## src/design/fsps_defines.vh

```
// constants of the flash self-program sequencer
`ifndef FSPS_DEFINES_VH
`define FSPS_DEFINES_VH

// ----------------------------------------
// register byte offsets on the slave bus
// ----------------------------------------
`define FSPS_OFS_CTRL 5'h00
`define FSPS_OFS_ZPTR 5'h04
`define FSPS_OFS_RDATA 5'h08
`define FSPS_OFS_INSTR 5'h0C
`define FSPS_OFS_LPM 5'h10

// ----------------------------------------
// store_program_control_reg fields
// ----------------------------------------
`define FSPS_BIT_IRQ_EN 7
`define FSPS_BIT_RW_BUSY 6
`define FSPS_BIT_REENABLE 4
`define FSPS_BIT_LOCK_SET 3
`define FSPS_BIT_PAGE_WRITE 2
`define FSPS_BIT_PAGE_ERASE 1
`define FSPS_BIT_STORE_EN 0
`define FSPS_PAT_LOAD 5'h01
`define FSPS_PAT_ERASE 5'h03
`define FSPS_PAT_WRITE 5'h05
`define FSPS_PAT_LOCK 5'h09
`define FSPS_PAT_REENABLE 5'h11
`define FSPS_SEL_LOAD 4'h0
`define FSPS_SEL_ERASE 4'h1
`define FSPS_SEL_WRITE 4'h2
`define FSPS_SEL_LOCK 4'h4
`define FSPS_SEL_REENABLE 4'h8

// ----------------------------------------
// instruction strobe register fields
// ----------------------------------------
`define FSPS_BIT_STORE_INSTR 0
`define FSPS_BIT_LOAD_INSTR 1

// ----------------------------------------
// Z pointer layout and sections
// ----------------------------------------
`define FSPS_Z_PAGE_MSB 15
`define FSPS_Z_PAGE_LSB 8
`define FSPS_Z_WORD_MSB 7
`define FSPS_Z_WORD_LSB 1
`define FSPS_NO_READ_WHILE_WRITE_SECTION_FIRST_PAGE 8'hE0
`define FSPS_Z_FUSE_LOW 16'h0000
`define FSPS_Z_LOCK 16'h0001
`define FSPS_Z_FUSE_EXT 16'h0002
`define FSPS_Z_FUSE_HIGH 16'h0003

// ----------------------------------------
// reset values
// ----------------------------------------
`define FSPS_RST_BOOT_LOCK 4'hF
`define FSPS_ERASED_WORD 16'hFFFF

// ----------------------------------------
// timing
// ----------------------------------------
`define FSPS_STORE_WINDOW 3'h4
`define FSPS_LOAD_WINDOW 2'h3
`define FSPS_CLK_PERIOD_NS 40
`define FSPS_PROG_TIME_NS 3700000
`define FSPS_PROG_CYCLES ((`FSPS_PROG_TIME_NS + `FSPS_CLK_PERIOD_NS - 1) / `FSPS_CLK_PERIOD_NS)

`endif

```

## src/design/fsps_op_timer.v

```verilog
// flash programming time counter
`timescale 1ns/1ps
`include "fsps_defines.vh"

module fsps_op_timer #(
	parameter integer CYCLES = `FSPS_PROG_CYCLES
) (
	// clock and power-on reset
	input wire clk,
	input wire por_b,
	// control
	input wire start,
	output wire busy,
	output reg done_q
);

	reg [16:0] count_q;

	// ----------------------------------------
	// count down the programming time
	// ----------------------------------------
	always @(posedge clk or negedge por_b) begin
		if (!por_b) begin
			count_q <= 17'h00000;
			done_q <= 1'b0;
		end else if (start && count_q == 17'h00000) begin
			count_q <= CYCLES[16:0];
			done_q <= 1'b0;
		end else if (count_q != 17'h00000) begin
			count_q <= count_q - 17'h00001;
			done_q <= (count_q == 17'h00001);
		end else begin
			done_q <= 1'b0;
		end
	end

	assign busy = (count_q != 17'h00000);

endmodule

```

## src/design/fsps_page_buffer.v

```verilog
// temporary page buffer: one load per word between clears
`timescale 1ns/1ps
`include "fsps_defines.vh"

module fsps_page_buffer (
	// clock and power-on reset
	input wire clk,
	input wire por_b,
	// load side
	input wire load,
	input wire [6:0] load_addr,
	input wire [15:0] load_data,
	input wire clear,
	output wire any_loaded,
	// array read side
	input wire [6:0] rd_addr,
	output reg [15:0] rd_data_q
);

	reg [15:0] mem [0:127];
	reg [127:0] loaded_q;

	// ----------------------------------------
	// per-word load flags
	// ----------------------------------------
	genvar i;
	generate
		for (i = 0; i < 128; i = i + 1) begin : g_word
			always @(posedge clk or negedge por_b) begin
				if (!por_b) begin
					loaded_q[i] <= 1'b0;
				end else if (clear) begin
					loaded_q[i] <= 1'b0;
				end else if (load && load_addr == i[6:0]) begin
					loaded_q[i] <= 1'b1;
				end
			end
		end
	endgenerate

	// a second load to a word already held is dropped
	always @(posedge clk) begin
		if (load && !clear && !loaded_q[load_addr]) begin
			mem[load_addr] <= load_data;
		end
	end

	// unloaded words read as erased so the page stays blank there
	always @(posedge clk or negedge por_b) begin
		if (!por_b) begin
			rd_data_q <= `FSPS_ERASED_WORD;
		end else if (loaded_q[rd_addr]) begin
			rd_data_q <= mem[rd_addr];
		end else begin
			rd_data_q <= `FSPS_ERASED_WORD;
		end
	end

	assign any_loaded = |loaded_q;

endmodule

```

## src/design/fsps_top.v

```verilog
// flash self-program sequencer with its register slave
//
// The implementer's own choices: the Avalon-MM interface to the registers and the placing of the registers.
`timescale 1ns/1ps
`include "fsps_defines.vh"

module fsps_top #(
	parameter integer PROG_CYCLES = `FSPS_PROG_CYCLES
) (
	// clock and resets
	input wire clk,
	input wire rst_b,
	input wire por_b,
	// avalon-mm slave
	input wire [4:0] avs_address,
	input wire avs_read,
	input wire avs_write,
	input wire [3:0] avs_byteenable,
	input wire [31:0] avs_writedata,
	output reg [31:0] avs_readdata,
	output wire avs_waitrequest,
	// pins from the rest of the chip
	input wire eeprom_write_busy,
	input wire [7:0] fuse_low_byte,
	input wire [7:0] fuse_high_byte,
	input wire [1:0] fuse_extended_bits,
	input wire [1:0] memory_lock_bits,
	// flash array side
	output reg flash_erase_start_q,
	output reg flash_write_start_q,
	output reg [7:0] flash_page_q,
	input wire [6:0] array_rd_addr,
	output wire [15:0] array_rd_data,
	// cpu side
	output wire cpu_halt,
	output wire rw_section_read_block,
	output wire program_ready_irq
);

	// ----------------------------------------
	// declarations
	// ----------------------------------------
	reg [20:0] sync1_q;
	reg [20:0] sync2_q;
	reg ee_last_q;
	reg ack_q;
	reg irq_en_q;
	reg [3:0] sel_q;
	reg [3:0] op_sel_q;
	reg op_no_read_while_write_section_q;
	reg [2:0] store_win_q;
	reg [1:0] load_win_q;
	reg rw_busy_q;
	reg [15:0] zptr_q;
	reg [15:0] rdata_q;
	reg [7:0] lpm_result_q;
	reg [3:0] boot_lock_q;
	reg reset_clear_q;
	wire ee_busy;
	wire ee_rise;
	wire [7:0] fuse_low_s;
	wire [7:0] fuse_high_s;
	wire [1:0] fuse_ext_s;
	wire [1:0] mem_lock_s;
	wire bus_take;
	wire ctrl_wr;
	wire instr_wr;
	wire armed;
	wire op_busy;
	wire op_done;
	wire store_instr;
	wire load_instr;
	wire store_ok;
	wire load_ok;
	wire do_load;
	wire do_erase;
	wire do_write;
	wire do_lock;
	wire do_reenable;
	wire buf_any;
	wire buf_clear;
	wire store_en_rd;
	wire [4:0] pat;
	wire pat_ok;
	wire [7:0] start_page;
	wire [7:0] lock_byte;
	wire [7:0] ctrl_rd;
	reg [7:0] lpm_value;

	// ----------------------------------------
	// pin synchronisers
	// ----------------------------------------
	always @(posedge clk or negedge rst_b) begin
		if (!rst_b) begin
			sync1_q <= 21'h000000;
			sync2_q <= 21'h000000;
			ee_last_q <= 1'b0;
		end else begin
			sync1_q <= {eeprom_write_busy, memory_lock_bits, fuse_extended_bits,
				fuse_high_byte, fuse_low_byte};
			sync2_q <= sync1_q;
			ee_last_q <= sync2_q[20];
		end
	end

	assign fuse_low_s = sync2_q[7:0];
	assign fuse_high_s = sync2_q[15:8];
	assign fuse_ext_s = sync2_q[17:16];
	assign mem_lock_s = sync2_q[19:18];
	assign ee_busy = sync2_q[20];
	assign ee_rise = ee_busy & ~ee_last_q;

	// ----------------------------------------
	// bus handshake
	// ----------------------------------------
	// one wait state per access keeps read data registered
	assign avs_waitrequest = (avs_read | avs_write) & ~ack_q;
	assign bus_take = ack_q & avs_write;

	always @(posedge clk or negedge rst_b) begin
		if (!rst_b) begin
			ack_q <= 1'b0;
		end else begin
			ack_q <= (avs_read | avs_write) & ~ack_q;
		end
	end

	assign ctrl_wr = bus_take && avs_address == `FSPS_OFS_CTRL && avs_byteenable[0];
	assign instr_wr = bus_take && avs_address == `FSPS_OFS_INSTR && avs_byteenable[0];

	// ----------------------------------------
	// command decode
	// ----------------------------------------
	assign pat = avs_writedata[4:0];
	assign pat_ok = pat == `FSPS_PAT_LOAD || pat == `FSPS_PAT_ERASE ||
		pat == `FSPS_PAT_WRITE || pat == `FSPS_PAT_LOCK ||
		pat == `FSPS_PAT_REENABLE;
	assign armed = (store_win_q != 3'h0);
	assign store_instr = instr_wr & avs_writedata[`FSPS_BIT_STORE_INSTR];
	assign load_instr = instr_wr & ~avs_writedata[`FSPS_BIT_STORE_INSTR] &
		avs_writedata[`FSPS_BIT_LOAD_INSTR];
	// an eeprom write in flight swallows the instruction
	assign store_ok = store_instr & armed & ~ee_busy;
	assign load_ok = load_instr & armed & (load_win_q != 2'h0) &
		(sel_q == `FSPS_SEL_LOCK) & ~ee_busy;
	assign do_load = store_ok && sel_q == `FSPS_SEL_LOAD;
	assign do_erase = store_ok && sel_q == `FSPS_SEL_ERASE;
	assign do_write = store_ok && sel_q == `FSPS_SEL_WRITE;
	assign do_lock = store_ok && sel_q == `FSPS_SEL_LOCK;
	assign do_reenable = store_ok && sel_q == `FSPS_SEL_REENABLE;
	assign start_page = zptr_q[`FSPS_Z_PAGE_MSB:`FSPS_Z_PAGE_LSB];

	// ----------------------------------------
	// control register and arming window
	// ----------------------------------------
	always @(posedge clk or negedge rst_b) begin
		if (!rst_b) begin
			irq_en_q <= 1'b0;
			sel_q <= 4'h0;
			store_win_q <= 3'h0;
			load_win_q <= 2'h0;
		end else begin
			if (ctrl_wr) begin
				irq_en_q <= avs_writedata[`FSPS_BIT_IRQ_EN];
			end
			if (ctrl_wr && pat_ok && !op_busy && !armed && !ee_busy) begin
				sel_q <= avs_writedata[4:1];
				store_win_q <= `FSPS_STORE_WINDOW;
				if (avs_writedata[`FSPS_BIT_LOCK_SET]) begin
					load_win_q <= `FSPS_LOAD_WINDOW;
				end else begin
					load_win_q <= 2'h0;
				end
			end else if (store_ok || load_ok) begin
				sel_q <= 4'h0;
				store_win_q <= 3'h0;
				load_win_q <= 2'h0;
			end else begin
				if (store_win_q != 3'h0) begin
					store_win_q <= store_win_q - 3'h1;
				end
				if (store_win_q == 3'h1) begin
					sel_q <= 4'h0;
				end
				if (load_win_q != 2'h0) begin
					load_win_q <= load_win_q - 2'h1;
				end
			end
		end
	end

	// ----------------------------------------
	// operand registers and load result
	// ----------------------------------------
	always @* begin
		if (zptr_q == `FSPS_Z_LOCK) begin
			lpm_value = lock_byte;
		end else if (zptr_q == `FSPS_Z_FUSE_HIGH) begin
			lpm_value = fuse_high_s;
		end else if (zptr_q == `FSPS_Z_FUSE_EXT) begin
			lpm_value = {6'h3F, fuse_ext_s};
		end else begin
			lpm_value = fuse_low_s;
		end
	end

	// stored bits keep their raw sense: a programmed bit is a zero
	assign lock_byte = {2'h3, boot_lock_q, mem_lock_s};

	always @(posedge clk or negedge rst_b) begin
		if (!rst_b) begin
			zptr_q <= 16'h0000;
			rdata_q <= 16'h0000;
			lpm_result_q <= 8'h00;
		end else begin
			if (bus_take && avs_address == `FSPS_OFS_ZPTR) begin
				if (avs_byteenable[0]) begin
					zptr_q[7:0] <= avs_writedata[7:0];
				end
				if (avs_byteenable[1]) begin
					zptr_q[15:8] <= avs_writedata[15:8];
				end
			end
			if (bus_take && avs_address == `FSPS_OFS_RDATA) begin
				if (avs_byteenable[0]) begin
					rdata_q[7:0] <= avs_writedata[7:0];
				end
				if (avs_byteenable[1]) begin
					rdata_q[15:8] <= avs_writedata[15:8];
				end
			end
			if (load_ok) begin
				lpm_result_q <= lpm_value;
			end
		end
	end

	// ----------------------------------------
	// programming operation state
	// ----------------------------------------
	// kept on power-on reset so a system reset cannot cut a write short
	always @(posedge clk or negedge por_b) begin
		if (!por_b) begin
			op_sel_q <= 4'h0;
			op_no_read_while_write_section_q <= 1'b0;
			flash_page_q <= 8'h00;
			flash_erase_start_q <= 1'b0;
			flash_write_start_q <= 1'b0;
			boot_lock_q <= `FSPS_RST_BOOT_LOCK;
		end else begin
			flash_erase_start_q <= do_erase;
			flash_write_start_q <= do_write;
			if (do_erase || do_write || do_lock) begin
				op_sel_q <= sel_q;
				op_no_read_while_write_section_q <= (start_page >= `FSPS_NO_READ_WHILE_WRITE_SECTION_FIRST_PAGE);
			end
			if (do_erase || do_write) begin
				flash_page_q <= start_page;
			end
			if (do_lock) begin
				boot_lock_q <= boot_lock_q & rdata_q[5:2];
			end
		end
	end

	fsps_op_timer #(
		.CYCLES(PROG_CYCLES)
	) u_timer (
		.clk(clk),
		.por_b(por_b),
		.start(do_erase | do_write | do_lock),
		.busy(op_busy),
		.done_q(op_done)
	);

	// halt only for the no_read_while_write_section section, lock programming leaves flash readable
	assign cpu_halt = op_busy & op_no_read_while_write_section_q & (op_sel_q != `FSPS_SEL_LOCK);

	// ----------------------------------------
	// read-while-write busy flag
	// ----------------------------------------
	always @(posedge clk or negedge rst_b) begin
		if (!rst_b) begin
			rw_busy_q <= 1'b0;
		end else if ((do_erase || do_write) && start_page < `FSPS_NO_READ_WHILE_WRITE_SECTION_FIRST_PAGE) begin
			rw_busy_q <= 1'b1;
		end else if ((do_reenable && !op_busy) || do_load) begin
			rw_busy_q <= 1'b0;
		end
	end

	assign rw_section_read_block = rw_busy_q;

	// ----------------------------------------
	// temporary page buffer
	// ----------------------------------------
	// system reset clears the buffer once no write still needs it
	always @(posedge clk or negedge rst_b) begin
		if (!rst_b) begin
			reset_clear_q <= 1'b1;
		end else if (!op_busy) begin
			reset_clear_q <= 1'b0;
		end
	end

	assign buf_clear = (reset_clear_q & ~op_busy) | do_reenable |
		(op_done & (op_sel_q == `FSPS_SEL_WRITE)) | (ee_rise & buf_any);

	fsps_page_buffer u_buf (
		.clk(clk),
		.por_b(por_b),
		.load(do_load),
		.load_addr(zptr_q[`FSPS_Z_WORD_MSB:`FSPS_Z_WORD_LSB]),
		.load_data(rdata_q),
		.clear(buf_clear),
		.any_loaded(buf_any),
		.rd_addr(array_rd_addr),
		.rd_data_q(array_rd_data)
	);

	// ----------------------------------------
	// status, interrupt and read data
	// ----------------------------------------
	assign store_en_rd = armed | op_busy;
	assign ctrl_rd = {irq_en_q, rw_busy_q, 1'b0,
		armed ? sel_q : (op_busy ? op_sel_q : 4'h0), store_en_rd};
	assign program_ready_irq = irq_en_q & ~store_en_rd;

	always @(posedge clk or negedge rst_b) begin
		if (!rst_b) begin
			avs_readdata <= 32'h00000000;
		end else if (avs_read && !ack_q) begin
			if (avs_address == `FSPS_OFS_CTRL) begin
				avs_readdata <= {24'h000000, ctrl_rd};
			end else if (avs_address == `FSPS_OFS_ZPTR) begin
				avs_readdata <= {16'h0000, zptr_q};
			end else if (avs_address == `FSPS_OFS_RDATA) begin
				avs_readdata <= {16'h0000, rdata_q};
			end else if (avs_address == `FSPS_OFS_LPM) begin
				avs_readdata <= {24'h000000, lpm_result_q};
			end else begin
				avs_readdata <= 32'h00000000;
			end
		end
	end

endmodule

```

## config.mk

```make
export PLATFORM = sky130hd
export DESIGN_NAME = fsps_top
export DESIGN_NICKNAME = d
export VERILOG_FILES = /design/src/design/fsps_op_timer.v /design/src/design/fsps_page_buffer.v /design/src/design/fsps_top.v
export VERILOG_INCLUDE_DIRS = /design/src /design/src/design
export SDC_FILE = /design/constraint.sdc
export NUM_CORES = 2
export LEC_CHECK = 0
export BUFFER_PORTS_ARGS = -buffer_cell sky130_fd_sc_hd__clkbuf_2
export CORE_MARGIN = 2
export CORE_UTILIZATION = 60
export CTS_BUF_LIST = sky130_fd_sc_hd__clkbuf_8
export CTS_CLUSTER_DIAMETER = 50
export DETAILED_ROUTE_END_ITERATION = 12
export PLACE_DENSITY = 0.76
export SYNTH_ARGS = -nofsm -noshare
export SYNTH_HDL_FRONTEND = slang
export SYNTH_HIERARCHICAL = 1
export SYNTH_SLANG_ARGS = --single-unit
```

## constraint.sdc

```tcl
create_clock -name clk -period 5 [get_ports clk]
set_input_delay 1 -clock clk [delete_from_list [all_inputs] [get_ports clk]]
set_output_delay 1 -clock clk [all_outputs]
set_load 0.01 [all_outputs]
```

; After elaboration in Yosys (flattened, before gate mapping)
; Memories as Yosys holds them, arrays and structs flattened.
; Index checks and enable logic that the tools add are counted.
[word_totals]
register_bits = 309
mem_bits_rw = 2048
output_inout_bits = 62
word_cells = 936
mem_count = 1
[classes]
n_addsub = 3
order_cmp = 4
eq_ne = 147
mux = 288
bitwise_logic = 32
n_reduce_logical = 308
[mem_list]
columns = name, words, width, rd, rd_ports_with_merged_regs, write_ports, line_no
row1 = u_buf.mem, 128, 16, 1, 0, 1, fsps_page_buffer.v:20  ; reg [15:0] mem [0:127];
[op_table]
columns = operator, count
row1 = == test 7 bit (second input constant), 64
row2 = 2-to-1 mux 1 bit, 264
row3 = nonzero test 2 bit, 131
row4 = == test 7 x 6 -> 1 bit (second input constant), 32
row5 = logical AND 1 bit, 149
row6 = OR reduction 128 bit, 1
row7 = == test 7 x 5 -> 1 bit (second input constant), 16
row8 = 2-to-1 mux 32 bit, 2
row9 = == test 7 x 4 -> 1 bit (second input constant), 8
row10 = 2-to-1 mux 17 bit, 2
row11 = == test 16 x 2 -> 1 bit (second input constant), 2
row12 = 2-to-1 mux 16 bit, 2
row13 = 2-to-1 mux 8 bit, 4
row14 = == test 7 x 3 -> 1 bit (second input constant), 4
row15 = 2-to-1 mux 4 bit, 5
row16 = bitwise AND 1 bit, 18
row17 = == test 17 x 1 -> 1 bit (second input constant), 1
row18 = zero test 17 bit, 1
row19 = nonzero test 17 bit, 1
row20 = subtractor 17 x 1 -> 17 bit (second input constant), 1
row21 = == test 16 x 1 -> 1 bit (second input constant), 1
row22 = < comparator 7 x 8 -> 1 bit (second input constant), 2
row23 = == test 5 x 4 -> 1 bit (second input constant), 3
row24 = binary-select mux 1 bit (select 7 bit), 2
row25 = other kinds (28), 66

; Depth between registers and ports, before layout
[logic_depth]
word_depth = 15
ltp_mapped = 18
mapped_depth_nobuf = 12

; Cells and area by module
; Netlist, hierarchy kept.
[by_module_without_submodules]
columns = module, instances, cells_each, area_per_inst_um2
row1 = fsps_page_buffer, 1, 4249, 86754.5
row2 = fsps_top, 1, 452, 5467.7
row3 = fsps_op_timer, 1, 94, 943.4

; Worst setup path after synthesis
; Ideal clock, no wire load.
[synth_timing]
path_type = register -> register
start = register u_timer.count_q[0]
end = memory u_buf.mem[82][0], enable pin
setup_time_ps = 388
arrival_time_ps = 3892
required_ps = 4612
path_slack_ps = 720
path_stages_with_launch = 18
cell_sequence = dfrtp_1 > inv_1 > ha_1 > or4b_1 > buf_2 > or3_1 > buf_2 > nor2_1 > inv_1 > clkbuf_1 > o21ai_0 > a211o_1 > or3b_2 > buf_1 > or2_1 > clkbuf_1 > clkbuf_1 > nor2_1
[synth_between]
elab_chain_len = 11
[synth_lines]
columns = item, line_no
row1 = start: declaration, fsps_op_timer.v:17  ; reg [16:0] count_q;
row2 = start signal: assignment, fsps_op_timer.v:27  ; count_q <= CYCLES[16:0];
row3 = start signal: assignment, fsps_op_timer.v:30  ; count_q <= count_q - 17'h00001;
row4 = nonzero test 17 bit, fsps_op_timer.v:37  ; assign busy = (count_q != 17'h00000);
row5 = named net op_busy, fsps_top.v:69  ; wire op_busy;
row6 = inverter 1 bit, fsps_top.v:306  ; assign buf_clear = (reset_clear_q & ~op_busy) | do_reenable |
row7 = bitwise AND 1 bit, fsps_top.v:306
row8 = bitwise OR 1 bit (3 in a row), fsps_top.v:306
row9 = named net buf_clear, fsps_top.v:81  ; wire buf_clear;
row10 = zero test 1 bit, fsps_page_buffer.v:43  ; if (load && !clear && !loaded_q[load_addr]) begin
row11 = logical AND 1 bit (2 in a row), fsps_page_buffer.v:43
row12 = 2-to-1 mux 1 bit, fsps_page_buffer.v:43
row13 = 2-to-1 mux 1 bit (not written as such), fsps_page_buffer.v:44  ; mem[load_addr] <= load_data;
row14 = end: declaration, fsps_page_buffer.v:20
; The timed path passes the listed nets, and every way through them passes these cells.

; Worst setup path after layout
[layout_timing]
start = register u_timer.count_q[0]
end = output program_ready_irq
[layout_between]
elab_chain_len = 4
[layout_lines]
columns = item, line_no
row1 = nonzero test 17 bit, fsps_op_timer.v:37
row2 = named net op_busy, fsps_top.v:69
row3 = bitwise OR 1 bit, fsps_top.v:324  ; assign store_en_rd = armed | op_busy;
row4 = inverter 1 bit, fsps_top.v:327  ; assign program_ready_irq = irq_en_q & ~store_en_rd;
row5 = bitwise AND 1 bit, fsps_top.v:327
row6 = end: declaration, fsps_top.v:37  ; output wire program_ready_irq
; The timed path passes the listed nets, and every way through them passes these cells.

==> results.json <==
{
  "cp-end-kind": "output port",
  "post_cts_buffers": 0,
  "max-vdd-ir-drop_mv": 0.323,
  "track_usage_pct": 31.8,
  "drt-wirelength-per-cell_um": 32.4,
  "grt_pass1_vias": 51300,
  "syn_inst": 4795,
  "num_vias": 51500,
  "cp_slowest_cell": "or4b_1",
  "cts_buffer_depth": 4,
  "synth_top_cell_by_area": "edfxtp_1",
  "yosys-top-cells-area": "edfxtp_1, mux4_2, dfrtp_1",
  "path_common_cell": "inv_1",
  "worst_slack_ns": 0.342,
  "crit_fanout": 11,
  "synth_warnings": 6,
  "placed_area_um2": 97400,
  "syn2layout_area_growth_pct": 11.9,
  "switching_share_pct": 23.5,
  "hold_violations": 0,
  "clock_latency_ns": 1.08,
  "p_switching_mw": 9.18,
  "final_cells": 7649,
  "p_leak_nw": 35.9,
  "p_seq_share_pct": 56.1,
  "final_design_area_no_fill_um2": 104000,
  "critical_path_class": "reg2out",
  "core_area_um2": 154000,
  "synth_common_cells": "edfxtp_1, mux4_2, dfrtp_1",
  "grt_pass1_wl_mm": 357,
  "io_buffers": 101,
  "setup_viol": 0,
  "fp.dieW_um": 398,
  "seq_area_frac_synth_pct": 73.9,
  "via_per_inst": 6.74,
  "cpPeakStageDelay_ns": 0.58,
  "worstPathArrival_ns": 3.66,
  "cp.required_ns": 4.00,
  "ys.flop_type": "edfxtp_1",
  "die_area_um2": 158000,
  "synthesis.area_um2": 93200,
  "fmax_mhz": 215,
  "rsz0062_at_grt": "no",
  "n_fill_cell": 9569,
  "r2r_start": "u_buf/loaded_q[15]$_DFFE_PN0P_",
  "dp_cells": 6971,
  "drv_cap": 0,
  "period_needed_ns": 4.66,
  "power.total_mw": 39.1,
  "synthArstFlopShare_pct": 12.5,
  "cts.clk_slew.worst_paths_ns": 0.06,
  "maxSlewHeadroom_pct": 10.1,
  "fin_worst_skew_ns": 0.0788,
  "initial_utilization_pct": 60.5,
  "gr-total-overflow": 0,
  "htree_levels": 5,
  "synth.top_cell.area_share_pct": 66.0,
  "ff2ff_setup_slack_ns": 0.42,
  "status": "complete, no violations",
  "intPower_mw": 30.0,
  "drtPass1Iterations": 8,
  "synth_seq_cells": 2341,
  "whs_ns": 0.0588,
  "r2r_end": "u_buf/mem[44][13]$_DFFE_PP_",
  "maxSlewViolCount": 0,
  "power_frac_comb_pct": 6.1,
  "wl_mm": 248,
  "synth.avg_cell_area_um2": 19.4,
  "grt_antenna_before_repair": 6,
  "cts_made_buffers": 372,
  "worst_r2r_path_depth": 13,
  "p_clk_share_pct": 37.8,
  "final_util_pct": 67.7,
  "drtIter0Drc": 6914,
  "postRouteAntennaNets": 0,
  "yosysMostFrequentCell": "edfxtp_1",
  "crit_chain": "inv_1, ha_1, or4b_1, or3_1, nor2_2, inv_1, buf_4, nor3b_1, clkbuf_2",
  "clkSinkCount": 2341,
  "die_h_um": 398,
  "critPathLaunchType": "flop",
  "cts_tree": "done",
  "final_nets": 5401,
  "drc": 0,
  "hold_class": "in2async",
  "grt_max_degree": 123,
  "row_count": 144,
  "drive_above_1_share_pct": 28.7,
  "tns_ns": 0,
  "yosysUniqueCellTypes": 88,
  "io_pins": 136,
  "worst_slew_pin_slew_ns": 1.34,
  "cts-root-buf": "clkbuf_8",
  "place_hpwl_mm": 152,
  "power_density_nw_per_um2": 376,
  "synth-edff-count": 2048,
  "gp_congestion": 0.927,
  "pre_cts_ws_ns": 0.523,
  "finalCritPeriodShare_pct": 93.2
}
## placed cells by master (no fill, tap or decap), types with 12 or more instances in the layout
master,synthesis,final
nor2_2,0,54
a31oi_1,30,30
nand2_1,168,167
edfxtp_1,2048,2048
mux4_2,557,557
mux2_1,13,13
clkinv_1,2,74
dlygate4sd3_1,0,20
o21ai_1,14,14
nand3_1,77,76
nand4_1,24,24
mux2_2,40,40
mux2i_1,159,159
a221oi_1,42,42
buf_4,30,305
clkbuf_2,0,95
nand3b_1,12,12
nor4_1,48,48
nor2b_1,22,19
buf_12,6,24
o211ai_1,18,18
dfrtp_1,272,255
o22ai_1,149,149
a22oi_1,70,70
conb_1,1,16
clkbuf_8,0,389
a21oi_1,60,60
inv_1,149,270
dfstp_2,21,21
o21ai_0,54,54
nand2b_1,14,14
clkinv_2,0,46
dfrtp_4,0,16
nor2_1,215,160
nor3_1,28,27
## per-layer routing
layer | wire (µm) | global-route usage, % | up-vias
met5 | 15 | 0 | -
met4 | 13700 | 16.2 | 2
met3 | 33300 | 9.10 | 716
met2 | 113000 | 47.1 | 3904
met1 | 87700 | 43.7 | 26300
li1 | - | - | 20700
## timing repair
item,CTS,global route
hold endpoints to repair,20,0
gates resized for setup,0,1
setup endpoints to repair,0,1
hold buffers,20,0
## power by group through the flow
stage                     registers, mW  clock network [mW]  logic [mW]
after floorplan                    22.3                   0        1.34
after global placement             22.3                   0        2.28
after detailed placement           22.3                   0        2.32
after CTS                          21.9                15.0        2.34
after global routing               22.0                15.8        2.49
final                              22.0                14.8        2.39
## layout make-up
cell class                 instances  area, µm²  area share [%]
sequential                      2341      68900            66.1
multi-input combinational       2005      22000            21.1
clock buffer                     388       5340            5.12
timing repair buffer             448       3500            3.36
tap                             2044       2560            2.45
clock inverter                   262       1310            1.26
inverter                         153        579           0.556
antenna                            8       20.0          0.0192
## registers in the layout (all words and copies together), names as in the netlist, 16 cells and up
| register | cells |
|---|---|
| u_timer/count_q | 17 |
| u_buf/mem | 2048 |
| u_buf/loaded_q | 128 |
| sync1_q | 21 |
| sync2_q | 21 |
| u_buf/rd_data_q | 16 |
| rdata_q | 16 |
| avs_readdata | 16 |
| zptr_q | 16 |
## worst max-delay path, delay by kind of cell (launching register included)
kind	cells	cell delay [ns]
AND/OR/NAND/NOR	4	1.48
buffers and inverters	4	0.54
flip-flops	1	0.41
adder cells (fa/ha/maj)	1	0.21
## how the worst max path moves through the flow
stage	to	start	slack [ns]
global placement	u_buf/mem[48][7]$_DFFE_PP_	avs_address[4]	0.61
CTS	program_ready_irq	u_timer/count_q[0]$_DFFE_PN0P_	0.19
finish	program_ready_irq	u_timer/count_q[0]$_DFFE_PN0P_	0.34
global route	program_ready_irq	u_timer/count_q[0]$_DFFE_PN0P_	0.06
detailed placement	u_buf/mem[49][7]$_DFFE_PP_	avs_address[4]	0.52
floorplan	u_buf/mem[82][0]$_DFFE_PP_	u_timer/count_q[0]$_DFFE_PN0P_	0.72
## cells by family (layout without fill, tap and decap cells)
group	count (synthesis)	in the layout	synth area share [%]
other	1	24	0.00403
xor gates and xnor gates	5	5	0.0470
AOI/OAI and AO/OA	514	514	3.72
buffers and inverters	464	1251	2.72
muxes	773	773	15.9
adders and majority gates	7	7	0.0913
DFF	2341	2341	73.9
and+or+nand+nor	690	690	3.63
(Power assumes the default switching activity.)
